**src/rtl/ahpc_pkg.sv**
```systemverilog
// Package for the converter host-port control block.
// Assumes a single 100 MHz clock and an AHB-Lite register bus.
package ahpc_pkg;
	// ----------------------------------------------------------------
	// Register map (byte addresses)
	// ----------------------------------------------------------------
	localparam logic [7:0] ADDR_CTRL   = 8'h00;
	localparam logic [7:0] ADDR_STATUS = 8'h04;
	localparam logic [7:0] ADDR_RESULT = 8'h08;
	localparam logic [7:0] ADDR_IRQ_ST = 8'h0c;
	localparam logic [7:0] ADDR_IRQ_MK = 8'h10;
	localparam logic [7:0] ADDR_SAMPLE = 8'h14;

	// Control field positions
	localparam int CTRL_STANDALONE = 0;
	localparam int CTRL_PE_EN      = 1;

	// Interrupt event positions
	localparam int IRQ_DONE   = 0;
	localparam int IRQ_IGNORE = 1;
	localparam int IRQ_W      = 2;

	// ----------------------------------------------------------------
	// Timing
	// ----------------------------------------------------------------
	localparam int CLK_MHZ       = 100;
	localparam int STEP_NS       = 80;
	localparam int STEP_CYC      = (STEP_NS * CLK_MHZ) / 1000;
	localparam int ACQ_NS        = 600;
	localparam int ACQ_CYC       = (ACQ_NS * CLK_MHZ + 999) / 1000;
	localparam logic [7:0] STEP_CNT = 8'(STEP_CYC - 1);
	localparam logic [7:0] ACQ_CNT  = 8'(ACQ_CYC - 1);
	localparam logic [3:0] BITS_FULL  = 4'hb;
	localparam logic [3:0] BITS_SHORT = 4'h7;
	localparam logic [3:0] NIB_ZERO   = 4'h0;
	localparam logic [3:0] NIB_ON     = 4'hf;
	localparam logic [11:0] RES_ZERO  = 12'h000;

	typedef enum logic [1:0] {
		AHPC_IDLE = 2'b00,
		AHPC_CONV = 2'b01,
		AHPC_ACQ  = 2'b10
	} ahpc_state_t;

	// Converter pin group from the host
	typedef struct packed {
		logic part_enable;
		logic part_select_n;
		logic read_not_convert;
		logic byte_select_short_cycle;
		logic word_width_select;
	} ahpc_ctl_t;

	// Tri-state data pin group
	typedef struct packed {
		logic [11:0] data;
		logic [11:0] oe;
	} ahpc_dout_t;
endpackage : ahpc_pkg

```
**src/rtl/ahpc_port.sv**
```systemverilog
// Host-port control of a 12-bit successive-approximation converter.
// Assumes host pins synchronous to hclk; comparator decision from analog side.
`timescale 1ns/100ps
module ahpc_port (
	input  wire logic               hclk,
	input  wire logic               hresetn,
	input  wire logic               hsel,
	input  wire logic [31:0]        haddr,
	input  wire logic [1:0]         htrans,
	input  wire logic               hwrite,
	input  wire logic [2:0]         hsize,
	input  wire logic [31:0]        hwdata,
	input  wire logic               hready,
	output logic [31:0]             hrdata,
	output logic                    hreadyout,
	output logic                    hresp,
	input  wire ahpc_pkg::ahpc_ctl_t ctl,
	input  wire logic               comparator_keep,
	output ahpc_pkg::ahpc_dout_t    dout,
	output logic                    conversion_active,
	output logic                    irq
);
	typedef struct packed {
		ahpc_pkg::ahpc_state_t st;
		logic [11:0] sar;
		logic [11:0] result;
		logic [3:0]  bit_idx;
		logic [3:0]  last_idx;
		logic [7:0]  tmr;
		logic        rnc_prev;
		logic        standalone;
		logic        pe_en;
		logic [1:0]  irq_st;
		logic [1:0]  irq_mk;
		logic        dph;
		logic        dwr;
		logic [7:0]  daddr;
		logic [31:0] rdata;
		ahpc_pkg::ahpc_dout_t dout;
		logic        busy;
		logic        irq;
	} ahpc_regs_t;

	ahpc_regs_t r_r;
	ahpc_regs_t r_nxt;

	// Part selected when enable high and select low
	function automatic logic sel_ok(input ahpc_pkg::ahpc_ctl_t c);
		sel_ok = c.part_enable && !c.part_select_n;
	endfunction

	logic        sel;
	logic        start_req;
	logic        read_act;
	logic [11:0] onehot;
	logic [3:0]  evt;

	// ----------------------------------------------------------------
	// Next-state logic
	// ----------------------------------------------------------------
	always_comb begin
		r_nxt = r_r;
		evt   = 4'h0;
		sel   = sel_ok(ctl);
		// Stand-alone starts on falling edge, full control on low level;
		// both need the part selected, so a stray strobe cannot convert
		if (r_r.standalone) begin
			start_req = sel && r_r.rnc_prev && !ctl.read_not_convert;
		end else begin
			start_req = sel && !ctl.read_not_convert;
		end
		read_act = sel && ctl.read_not_convert && (r_r.st != ahpc_pkg::AHPC_CONV);
		r_nxt.rnc_prev = ctl.read_not_convert;
		onehot = 12'h001 << r_r.bit_idx;

		unique case (r_r.st)
			ahpc_pkg::AHPC_IDLE: begin
				if (start_req) begin
					r_nxt.st       = ahpc_pkg::AHPC_CONV;
					r_nxt.sar      = 12'h800;                   // Begin with the MSB trial
					r_nxt.bit_idx  = ahpc_pkg::BITS_FULL;
					r_nxt.last_idx = ctl.byte_select_short_cycle ?
						(ahpc_pkg::BITS_FULL - ahpc_pkg::BITS_SHORT) :
						ahpc_pkg::NIB_ZERO;
					r_nxt.tmr      = ahpc_pkg::STEP_CNT;
				end
			end
			ahpc_pkg::AHPC_CONV: begin
				// Further starts only raise the ignore flag here, so none can abort
				if (start_req) begin
					evt[ahpc_pkg::IRQ_IGNORE] = 1'b1;
				end
				if (r_r.tmr != 8'h00) begin
					r_nxt.tmr = r_r.tmr - 8'h01;
				end else begin
					// One decision per step, walking down from the MSB
					r_nxt.sar = comparator_keep ? r_r.sar : (r_r.sar & ~onehot);
					if (r_r.bit_idx == r_r.last_idx) begin
						r_nxt.st     = ahpc_pkg::AHPC_ACQ;
						r_nxt.result = comparator_keep ? r_r.sar : (r_r.sar & ~onehot);
						r_nxt.tmr    = ahpc_pkg::ACQ_CNT;
					end else begin
						r_nxt.bit_idx = r_r.bit_idx - 4'h1;
						r_nxt.sar     = (comparator_keep ? r_r.sar : (r_r.sar & ~onehot))
							| (onehot >> 1);
						r_nxt.tmr     = ahpc_pkg::STEP_CNT;
					end
				end
			end
			ahpc_pkg::AHPC_ACQ: begin
				// Hold status high while the sampler reacquires; reads allowed
				if (start_req) begin
					evt[ahpc_pkg::IRQ_IGNORE] = 1'b1;
				end
				if (r_r.tmr != 8'h00) begin
					r_nxt.tmr = r_r.tmr - 8'h01;
				end else begin
					r_nxt.st = ahpc_pkg::AHPC_IDLE;
					evt[ahpc_pkg::IRQ_DONE] = 1'b1;
				end
			end
			default: r_nxt.st = ahpc_pkg::AHPC_IDLE;
		endcase
		r_nxt.busy = (r_nxt.st != ahpc_pkg::AHPC_IDLE);

		// Output drivers; everything floats outside a read
		r_nxt.dout.data = ahpc_pkg::RES_ZERO;
		r_nxt.dout.oe   = ahpc_pkg::RES_ZERO;
		if (read_act && r_r.pe_en) begin
			if (ctl.word_width_select) begin
				r_nxt.dout.data = r_r.result;
				r_nxt.dout.oe   = {ahpc_pkg::NIB_ON, ahpc_pkg::NIB_ON, ahpc_pkg::NIB_ON};
			end else if (!ctl.byte_select_short_cycle) begin
				r_nxt.dout.data = {r_r.result[11:4], ahpc_pkg::NIB_ZERO};
				r_nxt.dout.oe   = {ahpc_pkg::NIB_ON, ahpc_pkg::NIB_ON,
					ahpc_pkg::NIB_ZERO};
			end else begin
				r_nxt.dout.data = {ahpc_pkg::NIB_ZERO, ahpc_pkg::NIB_ZERO,
					r_r.result[3:0]};
				r_nxt.dout.oe   = {ahpc_pkg::NIB_ZERO, ahpc_pkg::NIB_ON,
					ahpc_pkg::NIB_ON};
			end
		end

		// ------------------------------------------------------------
		// AHB-Lite slave: zero wait states, always OKAY
		// ------------------------------------------------------------
		r_nxt.dph = hsel && hready && htrans[1];
		if (hsel && hready && htrans[1]) begin
			r_nxt.dwr   = hwrite;
			r_nxt.daddr = haddr[7:0];
		end
		// Set wins over write-one-to-clear
		r_nxt.irq_st = r_r.irq_st;
		if (r_r.dph && r_r.dwr) begin
			unique case (r_r.daddr)
				ahpc_pkg::ADDR_CTRL: begin
					r_nxt.standalone = hwdata[ahpc_pkg::CTRL_STANDALONE];
					r_nxt.pe_en      = hwdata[ahpc_pkg::CTRL_PE_EN];
				end
				ahpc_pkg::ADDR_IRQ_ST: r_nxt.irq_st = r_r.irq_st & ~hwdata[1:0];
				ahpc_pkg::ADDR_IRQ_MK: r_nxt.irq_mk = hwdata[1:0];
				default: ;
			endcase
		end
		r_nxt.irq_st = r_nxt.irq_st | evt[1:0];
		r_nxt.irq    = |(r_nxt.irq_st & r_nxt.irq_mk);
		r_nxt.rdata  = 32'h0000_0000;
		if (hsel && hready && htrans[1] && !hwrite) begin
			unique case (haddr[7:0])
				ahpc_pkg::ADDR_CTRL:   r_nxt.rdata = {30'h0, r_r.pe_en, r_r.standalone};
				ahpc_pkg::ADDR_STATUS: r_nxt.rdata = {28'h0, r_r.bit_idx};
				ahpc_pkg::ADDR_RESULT: r_nxt.rdata = {19'h0, r_r.busy, r_r.result};
				ahpc_pkg::ADDR_IRQ_ST: r_nxt.rdata = {30'h0, r_r.irq_st};
				ahpc_pkg::ADDR_IRQ_MK: r_nxt.rdata = {30'h0, r_r.irq_mk};
				ahpc_pkg::ADDR_SAMPLE: r_nxt.rdata = {20'h0, r_r.sar};
				default:               r_nxt.rdata = 32'h0000_0000;
			endcase
		end
	end

	// ----------------------------------------------------------------
	// State register
	// ----------------------------------------------------------------
	always_ff @(posedge hclk or negedge hresetn) begin
		if (!hresetn) begin
			r_r          <= '0;
			r_r.rnc_prev <= 1'b1;
			r_r.pe_en    <= 1'b1;
		end else begin
			r_r <= r_nxt;
		end
	end

	// Outputs straight from flip-flops; hreadyout and hresp tied off
	assign hrdata            = r_r.rdata;
	assign hreadyout         = 1'b1;
	assign hresp             = 1'b0;
	assign dout              = r_r.dout;
	assign conversion_active = r_r.busy;
	assign irq               = r_r.irq;

	// ----------------------------------------------------------------
	// Checks
	// ----------------------------------------------------------------
	// Status brackets the whole conversion, acquisition included
	a_busy_tracks_state: assert property (@(posedge hclk) disable iff (!hresetn)
		(r_r.st != ahpc_pkg::AHPC_IDLE) |-> conversion_active)
		else $error("status low during conversion");
	a_busy_rise: assert property (@(posedge hclk) disable iff (!hresetn)
		(r_r.st == ahpc_pkg::AHPC_IDLE && start_req) |=> conversion_active)
		else $error("status not raised at start");
	a_busy_fall: assert property (@(posedge hclk) disable iff (!hresetn)
		(r_r.st == ahpc_pkg::AHPC_ACQ && r_r.tmr == 8'h00) |=> !conversion_active)
		else $error("status not dropped after acquisition");

	// A started conversion runs to its end; late starts only raise a flag
	a_no_abort: assert property (@(posedge hclk) disable iff (!hresetn)
		(r_r.st == ahpc_pkg::AHPC_CONV) |=> (r_r.st != ahpc_pkg::AHPC_IDLE))
		else $error("conversion aborted");
	a_ignore_flag: assert property (@(posedge hclk) disable iff (!hresetn)
		(r_r.st == ahpc_pkg::AHPC_CONV && start_req)
		|=> r_r.irq_st[ahpc_pkg::IRQ_IGNORE])
		else $error("ignored start not flagged");
	// Pins stay off while the trial register is still moving
	a_no_data_conv: assert property (@(posedge hclk) disable iff (!hresetn)
		$past(r_r.st) == ahpc_pkg::AHPC_CONV |-> dout.oe == 12'h000)
		else $error("data driven during conversion");

	// Starts need the part selected; a read level never converts
	a_start_gated: assert property (@(posedge hclk) disable iff (!hresetn)
		(r_r.st == ahpc_pkg::AHPC_IDLE && !sel_ok(ctl))
		|=> r_r.st == ahpc_pkg::AHPC_IDLE)
		else $error("conversion started while part not selected");
	a_read_decode: assert property (@(posedge hclk) disable iff (!hresetn)
		(r_r.st == ahpc_pkg::AHPC_IDLE && !r_r.standalone && ctl.read_not_convert)
		|=> r_r.st == ahpc_pkg::AHPC_IDLE)
		else $error("read level started a conversion");

	// Pins float unless the part was selected on the edge before
	a_float_unsel: assert property (@(posedge hclk) disable iff (!hresetn)
		!$past(sel_ok(ctl)) |-> dout.oe == 12'h000)
		else $error("data driven while deselected");

	// Pin formats follow width and byte select of the edge before;
	// the pins are registered, so data are held against the past result
	a_word_drive: assert property (@(posedge hclk) disable iff (!hresetn)
		$past(read_act && r_r.pe_en && ctl.word_width_select)
		|-> dout.oe == 12'hfff && dout.data == $past(r_r.result))
		else $error("word read not on all pins");
	a_hi_byte_drive: assert property (@(posedge hclk) disable iff (!hresetn)
		$past(read_act && r_r.pe_en && !ctl.word_width_select && !ctl.byte_select_short_cycle)
		|-> dout.oe == 12'hff0 && dout.data[11:4] == $past(r_r.result[11:4]))
		else $error("high byte read wrong");
	a_byte_hi_nib: assert property (@(posedge hclk) disable iff (!hresetn)
		($past(!ctl.word_width_select && ctl.byte_select_short_cycle))
		|-> dout.oe[11:8] == 4'h0 && dout.data[7:4] == 4'h0)
		else $error("upper nibble driven in low byte read");
	a_lo_byte_data: assert property (@(posedge hclk) disable iff (!hresetn)
		$past(read_act && r_r.pe_en && !ctl.word_width_select && ctl.byte_select_short_cycle)
		|-> dout.oe[7:0] == 8'hff && dout.data[3:0] == $past(r_r.result[3:0]))
		else $error("low byte read wrong");
	a_byte_lo_nib: assert property (@(posedge hclk) disable iff (!hresetn)
		($past(!ctl.word_width_select && !ctl.byte_select_short_cycle))
		|-> dout.oe[3:0] == 4'h0)
		else $error("lower nibble driven in high byte read");

	// Trials walk down one bit per step and stop at the right index;
	// the short cycle leaves the four low trial bits at zero
	a_msb_first: assert property (@(posedge hclk) disable iff (!hresetn)
		(r_r.st == ahpc_pkg::AHPC_CONV && $past(r_r.st) == ahpc_pkg::AHPC_CONV
		&& $changed(r_r.bit_idx)) |-> r_r.bit_idx == $past(r_r.bit_idx) - 4'h1)
		else $error("bit order broken");
	a_short_len: assert property (@(posedge hclk) disable iff (!hresetn)
		(r_r.st == ahpc_pkg::AHPC_IDLE && start_req && ctl.byte_select_short_cycle)
		|=> r_r.last_idx == 4'h4)
		else $error("short cycle length wrong");
	a_full_len: assert property (@(posedge hclk) disable iff (!hresetn)
		(r_r.st == ahpc_pkg::AHPC_IDLE && start_req && !ctl.byte_select_short_cycle)
		|=> r_r.last_idx == 4'h0)
		else $error("full cycle length wrong");

	// Interrupt line is the registered OR of the unmasked flags
	a_irq_level: assert property (@(posedge hclk) disable iff (!hresetn)
		irq == |(r_r.irq_st & r_r.irq_mk))
		else $error("interrupt level mismatch");
endmodule // ahpc_port

```
**config.mk**
```make
export PLATFORM = sky130hd
export DESIGN_NAME = ahpc_port
export DESIGN_NICKNAME = d
export VERILOG_FILES = /design/src/rtl/ahpc_pkg.sv /design/src/rtl/ahpc_port.sv
export SDC_FILE = /design/constraint.sdc
export NUM_CORES = 1
export LEC_CHECK = 0
export ABC_AREA = 1
export ABC_CLOCK_PERIOD_IN_PS = 2100
export BUFFER_PORTS_ARGS = -buffer_cell sky130_fd_sc_hd__buf_2
export CAP_MARGIN = 30
export CELL_PAD_IN_SITES_DETAIL_PLACEMENT = 0
export CELL_PAD_IN_SITES_GLOBAL_PLACEMENT = 1
export CORE_ASPECT_RATIO = 0.6
export CORE_MARGIN = 3
export CORE_UTILIZATION = 25
export CTS_CLUSTER_DIAMETER = 150
export CTS_CLUSTER_SIZE = 12
export DETAILED_ROUTE_END_ITERATION = 10
export PLACE_DENSITY = 0.59
export SLEW_MARGIN = 40
export SYNTH_ARGS = -nofsm -noshare
export SYNTH_HDL_FRONTEND = slang
export SYNTH_SLANG_ARGS = --single-unit
```
**constraint.sdc**
```tcl
create_clock -name hclk -period 2.1 [get_ports hclk]
set_clock_uncertainty 0.1 [all_clocks]
set_input_delay 0.315 -clock hclk [delete_from_list [all_inputs] [get_ports hclk]]
set_output_delay 0.315 -clock hclk [all_outputs]
set_load 0.02 [all_outputs]
```
==> results.tsv <==
metric	value	unit
status	completed	
track_usage	0.120	
drc	0	
yosys-top-cells-area	dfrtp_1, nand2_1, buf_4, inv_1, nand3_1	
io_pins	140	
critPathTopFamily	simple AND/OR/NAND/NOR gates	
reg2reg_to	r_r[87]	
multi_input_area	0.00191	mm^2
drv_cap	0	
p_total	0.00601	W
min_from	hwdata[1]	
yosysMostFrequentCell	nand2_1	
syn2layout_area_growth	13.8	%
r2r_slack	0.15	ns
yosysUniqueCellTypes	39	
fin_nets	739	
grt_max_degree	39	
worst_ep_required_time	2.24	ns
clockRootBuffer	clkbuf_16	
cp-start-kind	register	
fmax	512	MHz
dr.pass1.iters	4	
tightestPinTransition	0.538	ns
antenna_cells	0	
routed_wl	12400	um
period_share	0.929	
cellPowerDensity	1090	mW/mm^2
holdPathEnd	r_r[72]	
grt_pass1_wl	19600	um
clkTransAtPathRegs	0.06	ns
p_seq_frac	0.372	
p_leak	2.90	nW
portBuffers	60	
drtIter0Drc	299	
avgSynthCellArea	7.99	um^2
cts_sinks	86	
core_area	0.0185	mm^2
grt_overflow	0	
via_count	3744	
timing.rr.start	r_r[75]	
clock_tree.buffer_depth	2	
start_util	0.261	
final_cells	893	
setup_viol	0	
cts_tree	built	
clock_latency	0.34	ns
cpMostUsedCell	o21ai_0	
holdPathStages	3	
hold_path.class	primary input to register	
cp.arrival	2.09	ns
vias_per_cell	4.19	
synth-seq-area-share	0.446	
ant_nets	0	
pwr-share-clk	0.270	
rsz0062_at_grt	false	
synthTopCellsByCount	nand2_1, dfrtp_1, inv_1	
die-area	0.0211	mm^2
grt_pass1_vias	3666	
syn-cell-area	0.00483	mm^2
cts_buffers	9	
slew_violations	0	
hold_viol	0	
ys.flop_type	dfrtp_1	
critPathMaxFanout	10	
pwr-share-comb	0.358	
dp.cells	876	
synth_top_cell_by_area	dfrtp_1	
relSlewSlack	0.641	
fillers	1980	
rows	38	
register_area	0.00215	mm^2
fin_setup_tns	0	ns
crit_chain	inv_1, ha_2, nand3_4, nor2_8, nand2_4, buf_4, o21ai_0, nand2_1, o21ai_0	
synth_edf_count	0	
cts_setup_buffers	0	
path_class	register to register	
slowest_stage	dfrtp_1	
yosys_warnings	0	
dp_hpwl	9510	um
vdd_ir_drop_max	0.000429	V
ys_ff_latch	86	
power.internal	0.00368	W
switching_share	0.388	
grt_antenna_before_repair	0	
chipHeight	114	um
reg2reg_depth	9	
drive_gt1_frac	0.188	
synthCells	604	
cts.htree.levels	3	
synthArstFlopShare	1.00	
gp_congestion	0.816	
wl_per_cell	13.9	um
max_stage_delay	0.37	ns
power_switching	0.00233	W
cp-end-kind	register	
die_width	185	um
fin_crit	1.95	ns
fin_util	0.297	
synth_top_cell_area_share	0.436	
crit_buf_inv	2	
==> layout make-up <==
class,instances,area share
flip-flops and latches,86,0.392
inverters,84,0.0579
repair buffers,83,0.0920
clock buffers,12,0.0467
well taps,240,0.0547
multi-input cells,385,0.348
clock inverters,3,0.00797
==> layout by cell type, fill, tap and decap left out, types with 2 or more instances in the layout <==
cell type / n
buf_4: 20
dfrtp_1: 84
conb_1: 21
buf_2: 59
nor2_1: 46
a21oi_1: 16
xor2_1: 6
dlygate4sd3_1: 2
buf_12: 2
nand2_2: 3
o211ai_1: 2
nand3_1: 47
a21boi_0: 2
o21ai_2: 5
o21ai_1: 9
nor3_1: 4
clkbuf_16: 9
o22ai_1: 5
nand3_4: 2
nand3b_1: 2
nor2_2: 5
nand4_1: 5
nor2_4: 2
nand3_2: 2
inv_2: 2
inv_1: 81
nand2_1: 141
dfstp_2: 2
clkbuf_8: 2
ha_1: 9
o21ai_0: 42
==> metal layers <==
metal  track usage  share of wire  up-vias  routed length (um)
met1         0.189           0.55     1754                6780
met2         0.164           0.40       66                4950
met4        0.0205         0.0058        0                  72
met5             0              0        -                   0
met3        0.0322          0.046        8                 573
li1              -              -     1916                   -
==> worst max path at each step <==
stage,slack (ns),start,depth (start not counted),end
after global placement,0.19,r_r[75],7,r_r[111]
after detailed placement,0.10,r_r[75],9,r_r[87]
final,0.15,r_r[75],9,r_r[87]
after CTS,0.08,r_r[75],9,r_r[87]
after global routing,0.007,r_r[75],9,r_r[87]
after floorplan,0.40,r_r[87],10,r_r[100]
==> worst reg2reg max path: cells and delay by family (launching register included) <==
| family | cells | cell delay (ns) |
|---|---|---|
| adders and majority gates | 1 | 0.24 |
| AOI/OAI and AO/OA | 2 | 0.29 |
| and+or+nand+nor | 4 | 0.52 |
| DFF | 1 | 0.37 |
| buffers and inverters | 2 | 0.31 |
==> timing repair <==
| action | in CTS | in global routing |
|---|---|---|
| gates resized for setup | 0 | 3 |
| setup endpoints to repair | 0 | 2 |
| endpoints found under the hold margin | 36 | 0 |
| hold buffers | 2 | 0 |
==> flip-flops by register name, summed over array words and instances (netlist names) <==
signal,cells
conversion_active,1
dout,15
hrdata,13
irq,1
r_r,56
==> power groups by stage <==
stage,Sequential (W),Clock (W),Combinational [W]
after floorplan,0.00217,0,0.00165
after global placement,0.00225,0,0.00210
after detailed placement,0.00226,0,0.00213
after CTS,0.00224,0.00167,0.00215
after global routing,0.00229,0.00175,0.00244
final,0.00224,0.00162,0.00215
==> kinds of logic after synthesis <==
logic type,after synthesis,synth area share
other cells,2,0.00156
simple gates,263,0.243
buf+inv,152,0.173
compound gates,85,0.0990
fa+ha+maj,10,0.0259
flops,86,0.446
xor+xnor,6,0.0109
==> stage by stage <==
step                setup WS, ns  hold WS, ns  cell area, um^2
global route             0.00723        0.188             5490
CTS                       0.0762        0.152             5480
global placement           0.191        0.227             5160
finish                     0.149        0.154             5490
detailed placement         0.103        0.235             5160
floorplan                  0.398      -0.0806             4900
(Power assumes the default switching activity.)
